<file path="config.mk">
export PLATFORM = sky130hd
export DESIGN_NAME = rwc_top
export DESIGN_NICKNAME = d
export VERILOG_FILES = /design/src/rwc_pkg.sv /design/src/rwc_link_if.sv /design/src/rwc_prescale.sv /design/src/rwc_swatch.sv /design/src/rwc_top.sv
export SDC_FILE = /design/constraint.sdc
export NUM_CORES = 1
export LEC_CHECK = 0
export BUFFER_PORTS_ARGS = -buffer_cell sky130_fd_sc_hd__buf_4
export CORE_ASPECT_RATIO = 0.5
export CORE_MARGIN = 4
export CORE_UTILIZATION = 50
export DETAILED_ROUTE_END_ITERATION = 10
export PLACE_DENSITY_LB_ADDON = 0.2
export SLEW_MARGIN = 25
export SYNTH_ARGS = -nofsm -noshare
export SYNTH_HDL_FRONTEND = slang
export SYNTH_SLANG_ARGS = --single-unit
</file>
<file path="constraint.sdc">
create_clock -name aclk -period 2.57 [get_ports aclk]
set_input_delay 0.3855 -clock aclk [delete_from_list [all_inputs] [get_ports aclk]]
set_output_delay 0.3855 -clock aclk [all_outputs]
set_load 0.02 [all_outputs]
</file>
<file path="src/rwc_pkg.sv">
package rwc_pkg;
  // Crystal and tick rates; the prescaler divides one into the other.
  localparam int XTAL_HZ      = 32768;
  localparam int TICK_HZ      = 1;
  localparam int PRESCALE_DIV = XTAL_HZ / TICK_HZ;

  // Counter widths and last values before a wrap.
  localparam int SEC_W  = 6;
  localparam int MIN_W  = 6;
  localparam int HOUR_W = 5;
  localparam int DAY_W  = 15;
  localparam int SW_W   = 16;
  localparam logic [SEC_W-1:0]  SEC_LAST  = 6'h3B;
  localparam logic [MIN_W-1:0]  MIN_LAST  = 6'h3B;
  localparam logic [HOUR_W-1:0] HOUR_LAST = 5'h17;

  // Time-of-day word layout.
  localparam int SEC_LSB  = 0;
  localparam int MIN_LSB  = 8;
  localparam int HOUR_LSB = 16;

  // Register byte offsets.
  localparam int ADDR_W = 8;
  localparam logic [ADDR_W-1:0] OFS_CTRL    = 8'h00;
  localparam logic [ADDR_W-1:0] OFS_TIME    = 8'h04;
  localparam logic [ADDR_W-1:0] OFS_DAY     = 8'h08;
  localparam logic [ADDR_W-1:0] OFS_ALM_TOD = 8'h0C;
  localparam logic [ADDR_W-1:0] OFS_ALM_DAY = 8'h10;
  localparam logic [ADDR_W-1:0] OFS_SW      = 8'h14;
  localparam logic [ADDR_W-1:0] OFS_STAT    = 8'h18;
  localparam logic [ADDR_W-1:0] OFS_MASK    = 8'h1C;
  localparam logic [ADDR_W-1:0] OFS_WAKE    = 8'h20;

  // Control bits.
  localparam int CTL_W       = 4;
  localparam int CTL_HALT    = 0;
  localparam int CTL_ALM_TOD = 1;
  localparam int CTL_ALM_DAY = 2;
  localparam int CTL_SW_EN   = 3;

  // Event bits, shared by status, mask and wake enable.
  localparam int EV_W       = 7;
  localparam int EV_SEC     = 0;
  localparam int EV_MIN     = 1;
  localparam int EV_HOUR    = 2;
  localparam int EV_DAY     = 3;
  localparam int EV_ALM_TOD = 4;
  localparam int EV_ALM_DAY = 5;
  localparam int EV_SW      = 6;

  localparam logic [1:0] RESP_OKAY   = 2'h0;
  localparam logic [1:0] RESP_SLVERR = 2'h2;
endpackage

</file>
<file path="src/rwc_link_if.sv">
`timescale 1ns/10ps
interface rwc_link_if;
  logic                     ce;
  logic                     sec_tick;
  logic                     sw_load;
  logic                     sw_en;
  logic [rwc_pkg::SW_W-1:0] sw_value;
  logic [rwc_pkg::SW_W-1:0] sw_count;
  logic                     sw_under;
  modport pre  (input ce, output sec_tick);
  modport sw   (input ce, sec_tick, sw_load, sw_en, sw_value,
                output sw_count, sw_under);
  modport core (output ce, sw_load, sw_en, sw_value,
                input sec_tick, sw_count, sw_under);
endinterface

</file>
<file path="src/rwc_prescale.sv">
`timescale 1ns/10ps
module rwc_prescale #(
  parameter int DIV = rwc_pkg::PRESCALE_DIV
) (
  // Clock and reset
  input wire logic aclk,
  input wire logic aresetn,
  // Crystal clock, sampled as a level
  input wire logic xtal_in,
  // Tick towards the core
  rwc_link_if.pre  lnk
);
  import rwc_pkg::*;
  localparam int CW = $clog2(DIV);
  typedef struct packed {
    logic          sync1;
    logic          sync2;
    logic          prev;
    logic [CW-1:0] cnt;
    logic          tick;
  } rwc_pre_type;
  rwc_pre_type q, n;

  always_comb begin
    n       = q;
    n.tick  = 1'b0;
    n.sync1 = xtal_in;
    n.sync2 = q.sync1;
    n.prev  = q.sync2;
    // The crystal keeps toggling in low-power states, so this stops only while ce is low.
    if (q.sync2 && !q.prev) begin
      if (q.cnt == CW'(DIV - 1)) begin
        n.cnt  = '0;
        n.tick = 1'b1;
      end else begin
        n.cnt = q.cnt + 1'b1;
      end
    end
  end

  always_ff @(posedge aclk) begin
    if (!aresetn) begin
      q <= '0;
    end else if (lnk.ce) begin
      q <= n;
    end
  end

  assign lnk.sec_tick = q.tick;

  // A frozen tick is not a new wrap, so only look after an enabled edge.
  tick_on_wrap_a: assert property (@(posedge aclk) disable iff (!aresetn)
    (q.tick && $past(lnk.ce))
    |-> (q.cnt == '0 && $past(q.cnt) == CW'(DIV - 1)))
    else $error("Second tick without a prescaler wrap.");
endmodule

</file>
<file path="src/rwc_swatch.sv">
`timescale 1ns/10ps
module rwc_swatch (
  // Clock and reset
  input wire logic aclk,
  input wire logic aresetn,
  // Load and count towards the core
  rwc_link_if.sw   lnk
);
  import rwc_pkg::*;
  typedef struct packed {
    logic [SW_W-1:0] cnt;
    logic            armed;
    logic            under;
  } rwc_sw_type;
  rwc_sw_type q, n;

  always_comb begin
    n       = q;
    n.under = 1'b0;
    if (lnk.sw_load) begin
      n.cnt   = lnk.sw_value;
      n.armed = 1'b1;
    end else if (lnk.sec_tick && lnk.sw_en) begin
      if (q.cnt != '0) begin
        n.cnt = q.cnt - 1'b1;
      end else if (q.armed) begin
        // Fires once per load so a stale zero does not interrupt forever.
        n.under = 1'b1;
        n.armed = 1'b0;
      end
    end
  end

  always_ff @(posedge aclk) begin
    if (!aresetn) begin
      q <= '0;
    end else if (lnk.ce) begin
      q <= n;
    end
  end

  assign lnk.sw_count = q.cnt;
  assign lnk.sw_under = q.under;

  sw_decrement_a: assert property (@(posedge aclk) disable iff (!aresetn)
    (lnk.ce && lnk.sec_tick && lnk.sw_en && !lnk.sw_load && q.cnt != '0)
    |=> q.cnt == SW_W'($past(q.cnt) - 1'b1))
    else $error("Stopwatch did not count down by one.");

  sw_underflow_a: assert property (@(posedge aclk) disable iff (!aresetn)
    (q.under && $past(lnk.ce))
    |-> $past(lnk.sec_tick && lnk.sw_en && q.armed && q.cnt == '0))
    else $error("Stopwatch underflow without a tick at zero.");
endmodule

</file>
<file path="src/rwc_top.sv">
`timescale 1ns/10ps
// Behaviour
// - A prescaler divides the 32.768 kHz crystal clock down to a 1 Hz tick.
// - Seconds and minutes wrap after 60 and each wrap advances the next.
// - Hours wrap after 24 and advance a 32,768-day counter.
// - Each second, minute, hour and day rollover is a selectable event.
// - An enabled alarm raises an event when the time equals its setting.
// - The daily alarm compares hours, minutes and seconds only.
// - The day alarm compares the day count as well as the time of day.
// - The stopwatch loads a value and counts it down once per second.
// - An enabled stopwatch raises an event when it underflows below zero.
// - The stopwatch event is maskable like the periodic and alarm events.
// - Any enabled event raises a wakeup towards power management.
// - The wakeup serves sleep, deep sleep and hibernate exit alike.
// - Prescaler and counters keep running during chip low-power states.
module rwc_top #(
  parameter int PRESCALE = rwc_pkg::PRESCALE_DIV
) (
  // Clock, reset and clock enable
  input  wire logic                       aclk,
  input  wire logic                       aresetn,
  input  wire logic                       ce,
  // Crystal clock
  input  wire logic                       xtal_in,
  // AXI4-Lite write address
  input  wire logic                       awvalid,
  output logic                            awready,
  input  wire logic [rwc_pkg::ADDR_W-1:0] awaddr,
  // AXI4-Lite write data
  input  wire logic                       wvalid,
  output logic                            wready,
  input  wire logic [31:0]                wdata,
  input  wire logic [3:0]                 wstrb,
  // AXI4-Lite write response
  output logic                            bvalid,
  input  wire logic                       bready,
  output logic [1:0]                      bresp,
  // AXI4-Lite read address
  input  wire logic                       arvalid,
  output logic                            arready,
  input  wire logic [rwc_pkg::ADDR_W-1:0] araddr,
  // AXI4-Lite read data
  output logic                            rvalid,
  input  wire logic                       rready,
  output logic [31:0]                     rdata,
  output logic [1:0]                      rresp,
  // Events towards interrupt controller and power management
  output logic                            irq,
  output logic                            wake
);
  import rwc_pkg::*;

  typedef struct packed {
    logic                awready;
    logic                wready;
    logic                bvalid;
    logic [1:0]          bresp;
    logic                arready;
    logic                rvalid;
    logic [1:0]          rresp;
    logic [31:0]         rdata;
    logic                aw_have;
    logic                w_have;
    logic                ar_have;
    logic [ADDR_W-1:0]   awaddr;
    logic [ADDR_W-1:0]   araddr;
    logic [31:0]         wdata;
    logic [3:0]          wstrb;
    logic [CTL_W-1:0]    ctrl;
    logic [SEC_W-1:0]    sec;
    logic [MIN_W-1:0]    min;
    logic [HOUR_W-1:0]   hour;
    logic [DAY_W-1:0]    day;
    logic [SEC_W-1:0]    alm_sec;
    logic [MIN_W-1:0]    alm_min;
    logic [HOUR_W-1:0]   alm_hour;
    logic [DAY_W-1:0]    alm_day;
    logic [SW_W-1:0]     sw_value;
    logic                sw_load;
    logic [EV_W-1:0]     status;
    logic [EV_W-1:0]     mask;
    logic [EV_W-1:0]     wake_en;
    logic                irq;
    logic                wake;
  } rwc_core_type;

  rwc_core_type    q;
  rwc_core_type    n;
  logic            tick;
  logic            wr_go;
  logic            tod_hit;
  logic [EV_W-1:0] ev;
  logic [EV_W-1:0] clr;
  logic [31:0]     wv;
  logic [31:0]     wz;

  rwc_link_if lnk ();

  rwc_prescale #(
    .DIV (PRESCALE)
  ) u_pre (
    .aclk    (aclk),
    .aresetn (aresetn),
    .xtal_in (xtal_in),
    .lnk     (lnk)
  );

  rwc_swatch u_sw (
    .aclk    (aclk),
    .aresetn (aresetn),
    .lnk     (lnk)
  );

  function automatic logic is_mapped(input logic [ADDR_W-1:0] a);
    case (a)
      OFS_CTRL, OFS_TIME, OFS_DAY, OFS_ALM_TOD, OFS_ALM_DAY,
      OFS_SW, OFS_STAT, OFS_MASK, OFS_WAKE: is_mapped = 1'b1;
      default: is_mapped = 1'b0;
    endcase
  endfunction

  function automatic logic [31:0] pack_tod(input logic [HOUR_W-1:0] h,
                                           input logic [MIN_W-1:0]  m,
                                           input logic [SEC_W-1:0]  s);
    logic [31:0] w;
    w                     = '0;
    w[SEC_LSB +: SEC_W]   = s;
    w[MIN_LSB +: MIN_W]   = m;
    w[HOUR_LSB +: HOUR_W] = h;
    return w;
  endfunction

  // Byte lanes without a strobe keep the old value.
  function automatic logic [31:0] apply_strb(input logic [31:0] old,
                                             input logic [31:0] nw,
                                             input logic [3:0]  strb);
    logic [31:0] w;
    w = old;
    for (int i = 0; i < 4; i++) begin
      if (strb[i]) begin
        w[8*i +: 8] = nw[8*i +: 8];
      end
    end
    return w;
  endfunction

  function automatic logic [31:0] read_word(input rwc_core_type s,
                                            input logic [ADDR_W-1:0] a,
                                            input logic [SW_W-1:0] swc);
    logic [31:0] w;
    w = '0;
    case (a)
      OFS_CTRL:    w[CTL_W-1:0] = s.ctrl;
      OFS_TIME:    w = pack_tod(s.hour, s.min, s.sec);
      OFS_DAY:     w[DAY_W-1:0] = s.day;
      OFS_ALM_TOD: w = pack_tod(s.alm_hour, s.alm_min, s.alm_sec);
      OFS_ALM_DAY: w[DAY_W-1:0] = s.alm_day;
      OFS_SW:      w[SW_W-1:0] = swc;
      OFS_STAT:    w[EV_W-1:0] = s.status;
      OFS_MASK:    w[EV_W-1:0] = s.mask;
      OFS_WAKE:    w[EV_W-1:0] = s.wake_en;
      default:     w = '0;
    endcase
    return w;
  endfunction

  always_comb begin
    n         = q;
    n.sw_load = 1'b0;
    ev        = '0;
    clr       = '0;
    wv        = '0;
    wz        = '0;
    tod_hit   = 1'b0;
    wr_go     = q.aw_have && q.w_have && !q.bvalid;
    tick      = lnk.sec_tick && !q.ctrl[CTL_HALT];

    // Timekeeping; the halt bit lets software set the time without races.
    if (tick) begin
      ev[EV_SEC] = 1'b1;
      if (q.sec == SEC_LAST) begin
        n.sec      = '0;
        ev[EV_MIN] = 1'b1;
        if (q.min == MIN_LAST) begin
          n.min       = '0;
          ev[EV_HOUR] = 1'b1;
          if (q.hour == HOUR_LAST) begin
            n.hour     = '0;
            n.day      = q.day + 1'b1;
            ev[EV_DAY] = 1'b1;
          end else begin
            n.hour = q.hour + 1'b1;
          end
        end else begin
          n.min = q.min + 1'b1;
        end
      end else begin
        n.sec = q.sec + 1'b1;
      end
      tod_hit = n.sec == q.alm_sec && n.min == q.alm_min &&
                n.hour == q.alm_hour;
    end
    ev[EV_ALM_TOD] = tod_hit && q.ctrl[CTL_ALM_TOD];
    ev[EV_ALM_DAY] = tod_hit && n.day == q.alm_day &&
                     q.ctrl[CTL_ALM_DAY];
    ev[EV_SW]      = lnk.sw_under;

    // Write address and data may arrive in either order.
    if (awvalid && q.awready) begin
      n.aw_have = 1'b1;
      n.awaddr  = awaddr;
    end
    if (wvalid && q.wready) begin
      n.w_have = 1'b1;
      n.wdata  = wdata;
      n.wstrb  = wstrb;
    end
    if (bready && q.bvalid) begin
      n.bvalid = 1'b0;
    end
    if (wr_go) begin
      n.aw_have = 1'b0;
      n.w_have  = 1'b0;
      n.bvalid  = 1'b1;
      n.bresp   = is_mapped(q.awaddr) ? RESP_OKAY : RESP_SLVERR;
      wv = apply_strb(read_word(q, q.awaddr, lnk.sw_count),
                      q.wdata, q.wstrb);
      wz = apply_strb(32'h0, q.wdata, q.wstrb);
      // A write to the time registers wins over a tick in the same cycle.
      case (q.awaddr)
        OFS_CTRL: n.ctrl = wv[CTL_W-1:0];
        OFS_TIME: begin
          n.sec  = wv[SEC_LSB +: SEC_W];
          n.min  = wv[MIN_LSB +: MIN_W];
          n.hour = wv[HOUR_LSB +: HOUR_W];
        end
        OFS_DAY: n.day = wv[DAY_W-1:0];
        OFS_ALM_TOD: begin
          n.alm_sec  = wv[SEC_LSB +: SEC_W];
          n.alm_min  = wv[MIN_LSB +: MIN_W];
          n.alm_hour = wv[HOUR_LSB +: HOUR_W];
        end
        OFS_ALM_DAY: n.alm_day = wv[DAY_W-1:0];
        OFS_SW: begin
          n.sw_value = wv[SW_W-1:0];
          n.sw_load  = 1'b1;
        end
        OFS_STAT: clr = wz[EV_W-1:0];
        OFS_MASK: n.mask = wv[EV_W-1:0];
        OFS_WAKE: n.wake_en = wv[EV_W-1:0];
        default: ;
      endcase
    end
    n.awready = !n.aw_have;
    n.wready  = !n.w_have;

    // Read channel: one outstanding read, answered one cycle later.
    if (rready && q.rvalid) begin
      n.rvalid = 1'b0;
    end
    if (arvalid && q.arready) begin
      n.ar_have = 1'b1;
      n.araddr  = araddr;
    end
    if (q.ar_have && !q.rvalid) begin
      n.ar_have = 1'b0;
      n.rvalid  = 1'b1;
      n.rdata   = read_word(q, q.araddr, lnk.sw_count);
      n.rresp   = is_mapped(q.araddr) ? RESP_OKAY : RESP_SLVERR;
    end
    n.arready = !n.ar_have && !n.rvalid;

    // A new event beats a clear written in the same cycle.
    n.status = (q.status & ~clr) | ev;
    n.irq    = |(n.status & n.mask);
    // Wakeup is a level so that any power state can sample it.
    n.wake   = |(n.status & n.wake_en);
  end

  always_ff @(posedge aclk) begin
    if (!aresetn) begin
      q <= '0;
    end else if (ce) begin
      q <= n;
    end
  end

  assign lnk.ce       = ce;
  assign lnk.sw_load  = q.sw_load;
  assign lnk.sw_value = q.sw_value;
  assign lnk.sw_en    = q.ctrl[CTL_SW_EN];

  assign awready = q.awready;
  assign wready  = q.wready;
  assign bvalid  = q.bvalid;
  assign bresp   = q.bresp;
  assign arready = q.arready;
  assign rvalid  = q.rvalid;
  assign rdata   = q.rdata;
  assign rresp   = q.rresp;
  assign irq     = q.irq;
  assign wake    = q.wake;

  sec_wrap_a: assert property (@(posedge aclk) disable iff (!aresetn)
    (ce && tick && !wr_go && q.sec == SEC_LAST)
    |=> (q.sec == '0 && q.status[EV_MIN]))
    else $error("Seconds did not wrap into a minute.");

  day_advance_a: assert property (@(posedge aclk) disable iff (!aresetn)
    (ce && tick && !wr_go && q.sec == SEC_LAST && q.min == MIN_LAST &&
     q.hour == HOUR_LAST)
    |=> (q.hour == '0 && q.day == DAY_W'($past(q.day) + 1'b1)))
    else $error("Hour wrap did not advance the day.");

  sec_event_a: assert property (@(posedge aclk) disable iff (!aresetn)
    (ce && tick) |=> q.status[EV_SEC])
    else $error("Second tick did not set its event.");

  alarm_tod_a: assert property (@(posedge aclk) disable iff (!aresetn)
    ($rose(q.status[EV_ALM_TOD]) && $past(!wr_go))
    |-> (q.sec == q.alm_sec && q.min == q.alm_min &&
         q.hour == q.alm_hour && q.ctrl[CTL_ALM_TOD]))
    else $error("Daily alarm fired away from its time.");

  alarm_day_a: assert property (@(posedge aclk) disable iff (!aresetn)
    ($rose(q.status[EV_ALM_DAY]) && $past(!wr_go))
    |-> (q.day == q.alm_day && q.hour == q.alm_hour &&
         q.min == q.alm_min && q.sec == q.alm_sec &&
         q.ctrl[CTL_ALM_DAY]))
    else $error("Day alarm fired away from its day and time.");

  status_sticky_a: assert property (@(posedge aclk) disable iff (!aresetn)
    (ce && q.status[EV_SEC] && !wr_go) |=> q.status[EV_SEC])
    else $error("Pending event lost without a clear.");

  irq_level_a: assert property (@(posedge aclk) disable iff (!aresetn)
    q.irq == |(q.status & q.mask))
    else $error("Interrupt does not follow enabled pending events.");

  wake_level_a: assert property (@(posedge aclk) disable iff (!aresetn)
    q.wake == |(q.status & q.wake_en))
    else $error("Wakeup does not follow enabled pending events.");
endmodule

</file>
==> results of run 1 <==
==> per-layer routing <==
layer	GRT usage	wire length (µm)	vias up	share of wire
met5	0	113	-	0.0019
met4	0.117	1940	8	0.032
li1	-	-	6983	-
met1	0.549	25000	7500	0.42
met3	0.144	8800	188	0.15
met2	0.575	24200	1089	0.40
==> Yosys cell counts, drive strengths merged (20+ instances only) <==
cell      n
o21ai    92
nor4     26
mux2i    30
nor2    160
inv      23
nand4    28
dfxtp   216
nand3    63
and3     26
a22oi    27
nand2   309
a21oi   198
nor3     47
a221oi   20
buf      59
a211oi   28
clkbuf  113
xor2     23
==> stage by stage <==
stage | util | hold WS, ps
4_1_cts | 0.661 | 90.7
5_1_grt | 0.680 | 93.1
3_3_place_gp | 0.622 | 440
2_1_floorplan | - | 426
6_report | 0.680 | 87.0
3_5_place_dp | 0.622 | 448
==> power by group <==
group	switching (mW)	internal, mW
sequential	0.0459	3.38
combinational	0.401	0.253
clock	1.47	1.79
==> area by class of cell <==
cell class	count	area (µm²)
Clock buffer	25	571
Clock inverter	9	113
Fill cell	2125	8160
Antenna cell	1	2.50
Tap cell	344	430
Sequential cell	216	4340
Multi-Input combinational cell	1384	8450
Inverter	25	98.8
Timing Repair Buffer	414	3380
==> state kept, by name (all words and copies together), names as in the netlist, 2 cells and up <==
signal             count
u_pre.q               16
rdata                 21
lnk.sw_value          16
u_pre.n                2
q                    131
u_sw.lnk.sw_count     16
==> cell families (layout without fill, tap and decap cells) <==
| family | count (synthesis) | in the layout | synth area share |
|---|---|---|---|
| compound gates | 506 | 506 | 0.247 |
| xor+xnor | 40 | 40 | 0.0266 |
| fa+ha+maj | 6 | 6 | 0.00570 |
| buf+inv | 197 | 473 | 0.0681 |
| flops | 216 | 216 | 0.328 |
| mux | 52 | 52 | 0.0441 |
| other cells | 1 | 14 | 0.000285 |
| simple gates | 767 | 767 | 0.280 |
==> path summary, 6_finish.rpt <==
check | endpoint | slack (ps) | cells after the start
setup / recovery | irq | -250 | 9
hold / removal | q[155] | 90 | 3
setup reg to reg | irq | -250 | 9
hold reg to reg | q[132] | 460 | 2
==> timing repair <==
action	CTS	global route
hold endpoints to repair	0	0
cloned	0	2
endpoints found under the setup margin	75	75
gates resized for setup	52	79
buffers inserted	8	15
pin swaps	22	22
==> worst reg2reg max path, delay by kind of cell (launching register included) <==
family | cells | cell delay (ps)
flops | 1 | 340
simple gates | 3 | 1030
buf+inv | 2 | 390
compound gates | 4 | 930
==> results.md, run 1 <==
* Status: complete, but fails checks
* Violated checks: setup timing
* # DRC at 0
* Final Non-Filler Cells at approximately 2400
* DR pass1 iterations at 8
* Number of buffers created by CTS at 21
* Leading area contributor after synthesis: dfxtp_1
* DIE AREA at 29200 µm²
* Final hold vios at 0
* Worst setup margin at -250 ps
* RSZ-0062 raised after global routing: yes
* Port Buf Inserts at 78
* GRT Overall Usage at 0.395
* Starting density of the core at 0.516
* Critical Path Most Common Cell: buf_4
* TritonCTS clock tree: yes
* Clock Path Buffers at 3
* Syn Std Cell Area at 13200 µm²
* Leak at approximately 6.7 nW
* H-Tree Depth at 1
* Setup violators final at 4
* Via count at 15800
* Crit path max fanout at 4
* Ys async rst share at 0
* First-pass GRT wire length at ~88000 µm
* GPL Wtd Cong at around 1.1
* Crit path DAT at 3250 ps
* Post-route cell area at 17400 µm²
* Reg2reg start: q[154]
* Worst hold start: awaddr[3]
* Vert. Die Dim at between 100 and 150 µm
* Worst path required time at approximately 3000 ps
* Top cell type's share of synthesized area at 0.328
* Mapped Cells at about 1800
* Antenna violations before repair at 3
* Critical path class: reg2reg
* Synth unique cells at between 90 and 100
* Worst path cell trace: or4b_4, nor4_4, buf_4, a31oi_2, a22oi_2, o32ai_1, o41ai_2, buf_4, nand3_1
* Crit path launch: q[154]
* CTS Root Cell: clkbuf_16
* Period utilisation layout at 1.10
* Vias per cell at ~6.5
* CP bufs+invs at 2
* Critical path startpoint category: flip-flop
* GRT Residual Overflow at 0
* Share of layout cells above drive strength 1 at 0.277
* Pre-CTS setup slack at -419 ps
* Die width at between 200 and 250 µm
* Drt first-iter violations at around 2500
* Worst vdd ir at roughly 0.00053 V
* Placed Cells at 2358
* Top FF cell, synth: dfxtp_1
* Number of global-route vias before repair at ~15000
* Slew Viols, Final at 0
* Max-slew headroom at 0.484
* Core Footprint at 25500 µm²
* P per Cell Area at 422 nW/µm²
* Number of hold buffers added after CTS at 0
* Post-Route WL at approximately 60000 µm
* Worst Tran Pin Value at a little under 800 ps
* Critical Path Slowest Stage Cell: or4b_4
* Max Cap Viol at 0
* Area Growth Syn to Fin at 31.9%
* Rows at roughly 40
* Crit path max-delay family: simple AND/OR/NAND/NOR gates
* Fin Setup TNS at -858 ps
* Max Fclk at about 350 MHz
* Clock Latency Late Sink at around 540 ps
* Most frequent cells in the layout: buf_4, nand2_1, dfxtp_1, a21oi_1, nor2_1
* Clock-pin slew on the worst setup and hold paths at roughly 70 ps
* DP Area at 15900 µm²
* Avg Inst Size Synth at 7.38 µm²
* CTS Sinks at about 220
* Min Tclk post-route at between 2000 and 3000 ps
* Yosys synthesis warning count at 0
* Worst path max stage delay at around 600 ps
* Largest cells by area after synthesis: dfxtp_1, nand2_1, a21oi_1
* Commonest non-fill, non-tap cell in the layout: buf_4
* Register area share after synthesis at 0.328
* Routed Antenna Nets at 0
* FF+latch count, synth at 216
* Clock Skew at approximately 20 ps
* EDFF count, synth at 0
* # nets final at around 2100
* Worst Setup End Kind: flip-flop
* # IOs at approximately 100
* Largest net degree at the start of global routing at between 40 and 50
* DP HPWL at between 40000 and 50000 µm
* Wirelength per Cell at ~25 µm
* HP Class: in2reg
* Tot Pwr at roughly 7.3 mW
Power figures use the tool's default switching activity.
==> run 2: changes to the inputs <==
--- a/config.mk
+++ b/config.mk
@@ -5,12 +5,13 @@
 export SDC_FILE = /design/constraint.sdc
 export NUM_CORES = 1
 export LEC_CHECK = 0
-export BUFFER_PORTS_ARGS = -buffer_cell sky130_fd_sc_hd__buf_4
+export BUFFER_PORTS_ARGS = -buffer_cell sky130_fd_sc_hd__buf_2
 export CORE_ASPECT_RATIO = 0.5
 export CORE_MARGIN = 4
 export CORE_UTILIZATION = 50
 export DETAILED_ROUTE_END_ITERATION = 10
 export PLACE_DENSITY_LB_ADDON = 0.2
+export SETUP_SLACK_MARGIN = 0.5
 export SLEW_MARGIN = 25
 export SYNTH_ARGS = -nofsm -noshare
 export SYNTH_HDL_FRONTEND = slang
==> results.md, run 2 (same netlist as run 1, synthesis figures left out) <==
* GRT Residual Overflow at 0
* Starting density of the core at 0.516
* Worst Tran Pin Value at 797 ps
* CP bufs+invs at 2
* Max-slew headroom at 0.468
* Clock Latency Late Sink at between 500 and 600 ps
* Worst path max stage delay at 570 ps
* # DRC at 0
* Clock Path Buffers at 3
* Area of the multi-input gates at a little over 10000 µm²
* DR pass1 iterations at 7
* RSZ-0062 raised after global routing: yes
* Worst Setup End Kind: flip-flop
* DIE AREA at between 20000 and 30000 µm²
* Worst path required time at 3010 ps
* Share of layout cells above drive strength 1 at 0.438
* Pre-CTS setup slack at -448 ps
* Placed Cells at approximately 2400
* Period utilisation layout at 1.08
* CTS Root Cell: clkbuf_16
* Wirelength per Cell at 27.0 µm
* Via count at about 17000
* Critical Path Slowest Stage Cell: or4b_4
* Violated checks: setup timing
* GPL Wtd Cong at about 1.1
* Worst setup margin at -195 ps
* Commonest non-fill, non-tap cell in the layout: buf_4
* P per Cell Area at 373 nW/µm²
* Routed Antenna Nets at 0
* Largest net degree at the start of global routing at 85
* TritonCTS clock tree: yes
* DP HPWL at around 45000 µm
* Max Fclk at approximately 360 MHz
* H-Tree Depth at 1
* CTS Sinks at 216
* Clock-pin slew on the worst setup and hold paths at 70 ps
* Leak at about 7.8 nW
* Die width at 238 µm
* Vias per cell at roughly 6.9
* HP Class: in2reg
* Number of global-route vias before repair at ~16000
* Rows at slightly above 40
* Setup violators final at 12
* Crit path max fanout at 6
* # nets final at 2215
* Fillers at ~1700
* Crit path DAT at roughly 3200 ps
* Register area at ~4400 µm²
* Port Buf Inserts at roughly 80
* Core Footprint at about 26000 µm²
* Status: complete, but fails checks
* Final Non-Filler Cells at about 2500
* Slew Viols, Final at 0
* Antenna violations before repair at 1
* Crit path max-delay family: simple AND/OR/NAND/NOR gates
* Most frequent cells in the layout: buf_4, nand2_1, dfxtp_1, nor2_1, a21oi_1
* First-pass GRT wire length at around 94000 µm
* Max Cap Viol at 0
* Min Tclk post-route at between 2000 and 3000 ps
* Critical path startpoint category: flip-flop
* Final Util at 0.788
* Critical path class: reg2reg
* Number of buffers created by CTS at 21
* Worst path cell trace: or4b_4, buf_4, nor2_2, nand4_1, a21o_1, a221oi_2, a31oi_1, nor4_4, buf_4, a31oi_1
* Tot Pwr at around 7.5 mW
* # IOs at 104
* Most flops, register: q
* Clock Skew at 40.6 ps
* Final hold vios at 0
* Max reg flops at 131
* GRT Overall Usage at 0.419
* Area Growth Syn to Fin at 52.8%
* Drt first-iter violations at between 2000 and 3000
* Worst vdd ir at a little over 0.0005 V
* Vert. Die Dim at 123 µm
* Post-Route WL at around 68000 µm
[run 2: changes by cell type in the layout (fill, tap and decap cells not counted), moves of 37 or more]
cell / delta
buf_4: -97
nand2_2: +37
nand2_1: -59
buf_2: +78
a21oi_2: +68
buf_6: +76
a21oi_1: -74
[run 2: timing repair]
action,in CTS,in global routing
setup endpoints to repair,122,140
endpoints found under the hold margin,0,0
hold buffers,0,0
gates resized for setup,323,290
pin swaps,100,132
cloned,9,1
setup buffers,59,50
[run 2: layer usage]
layer  part of all wire  track usage  vias to the layer above  wire length (µm)
met1               0.37        0.550                     8181             25300
met4              0.066        0.185                        0              4490
met2               0.41        0.629                     1443             27600
met5                  0            0                        -                 0
met3               0.15        0.145                      435             10400
li1                   -            -                     7171                 -
[run 2: final timing paths]
kind / start / end / slack [ps] / cells past startpoint
worst max-delay path: q[152] / wake / -200 / 10
worst min-delay path: wdata[7] / q[119] / 60 / 3
worst max register to register: q[152] / wake / -200 / 10
worst min register to register: bresp[1] / bresp[1] / 460 / 2
[run 2: stage by stage]
stage / hold slack (ps) / cell area [µm²] / TNS [ps]
2_1_floorplan: 426 / 13500 / 0
5_1_grt: 80.7 / 20100 / -2280
3_3_place_gp: 432 / 16000 / -1020
4_1_cts: 66.5 / 18500 / -396
3_5_place_dp: 443 / 16000 / -1100
6_report: 62.0 / 20100 / -845
[run 2: cell type report]
cell class / count / area share
tap: 344 / 0.0214
clock inverter: 10 / 0.00472
antenna: 1 / 0.000124
multi-input combinational: 1384 / 0.501
sequential: 216 / 0.217
inverter: 25 / 0.00478
clock buffer: 28 / 0.0290
timing repair buffer: 500 / 0.222
[run 2: power breakdown]
group / switching, mW / internal [mW] / leakage (nW)
logic: 0.499 / 0.338 / 5.76
clock network: 1.53 / 1.72 / 0.328
registers: 0.0501 / 3.38 / 1.76
total: 2.08 / 5.44 / 7.84
[run 2: worst min-delay path: cells and delay by family]
family | cells | cell delay (ps)
AOI/OAI and AO/OA | 1 | 50
buffers and inverters | 1 | 100
and+or+nand+nor | 1 | 40
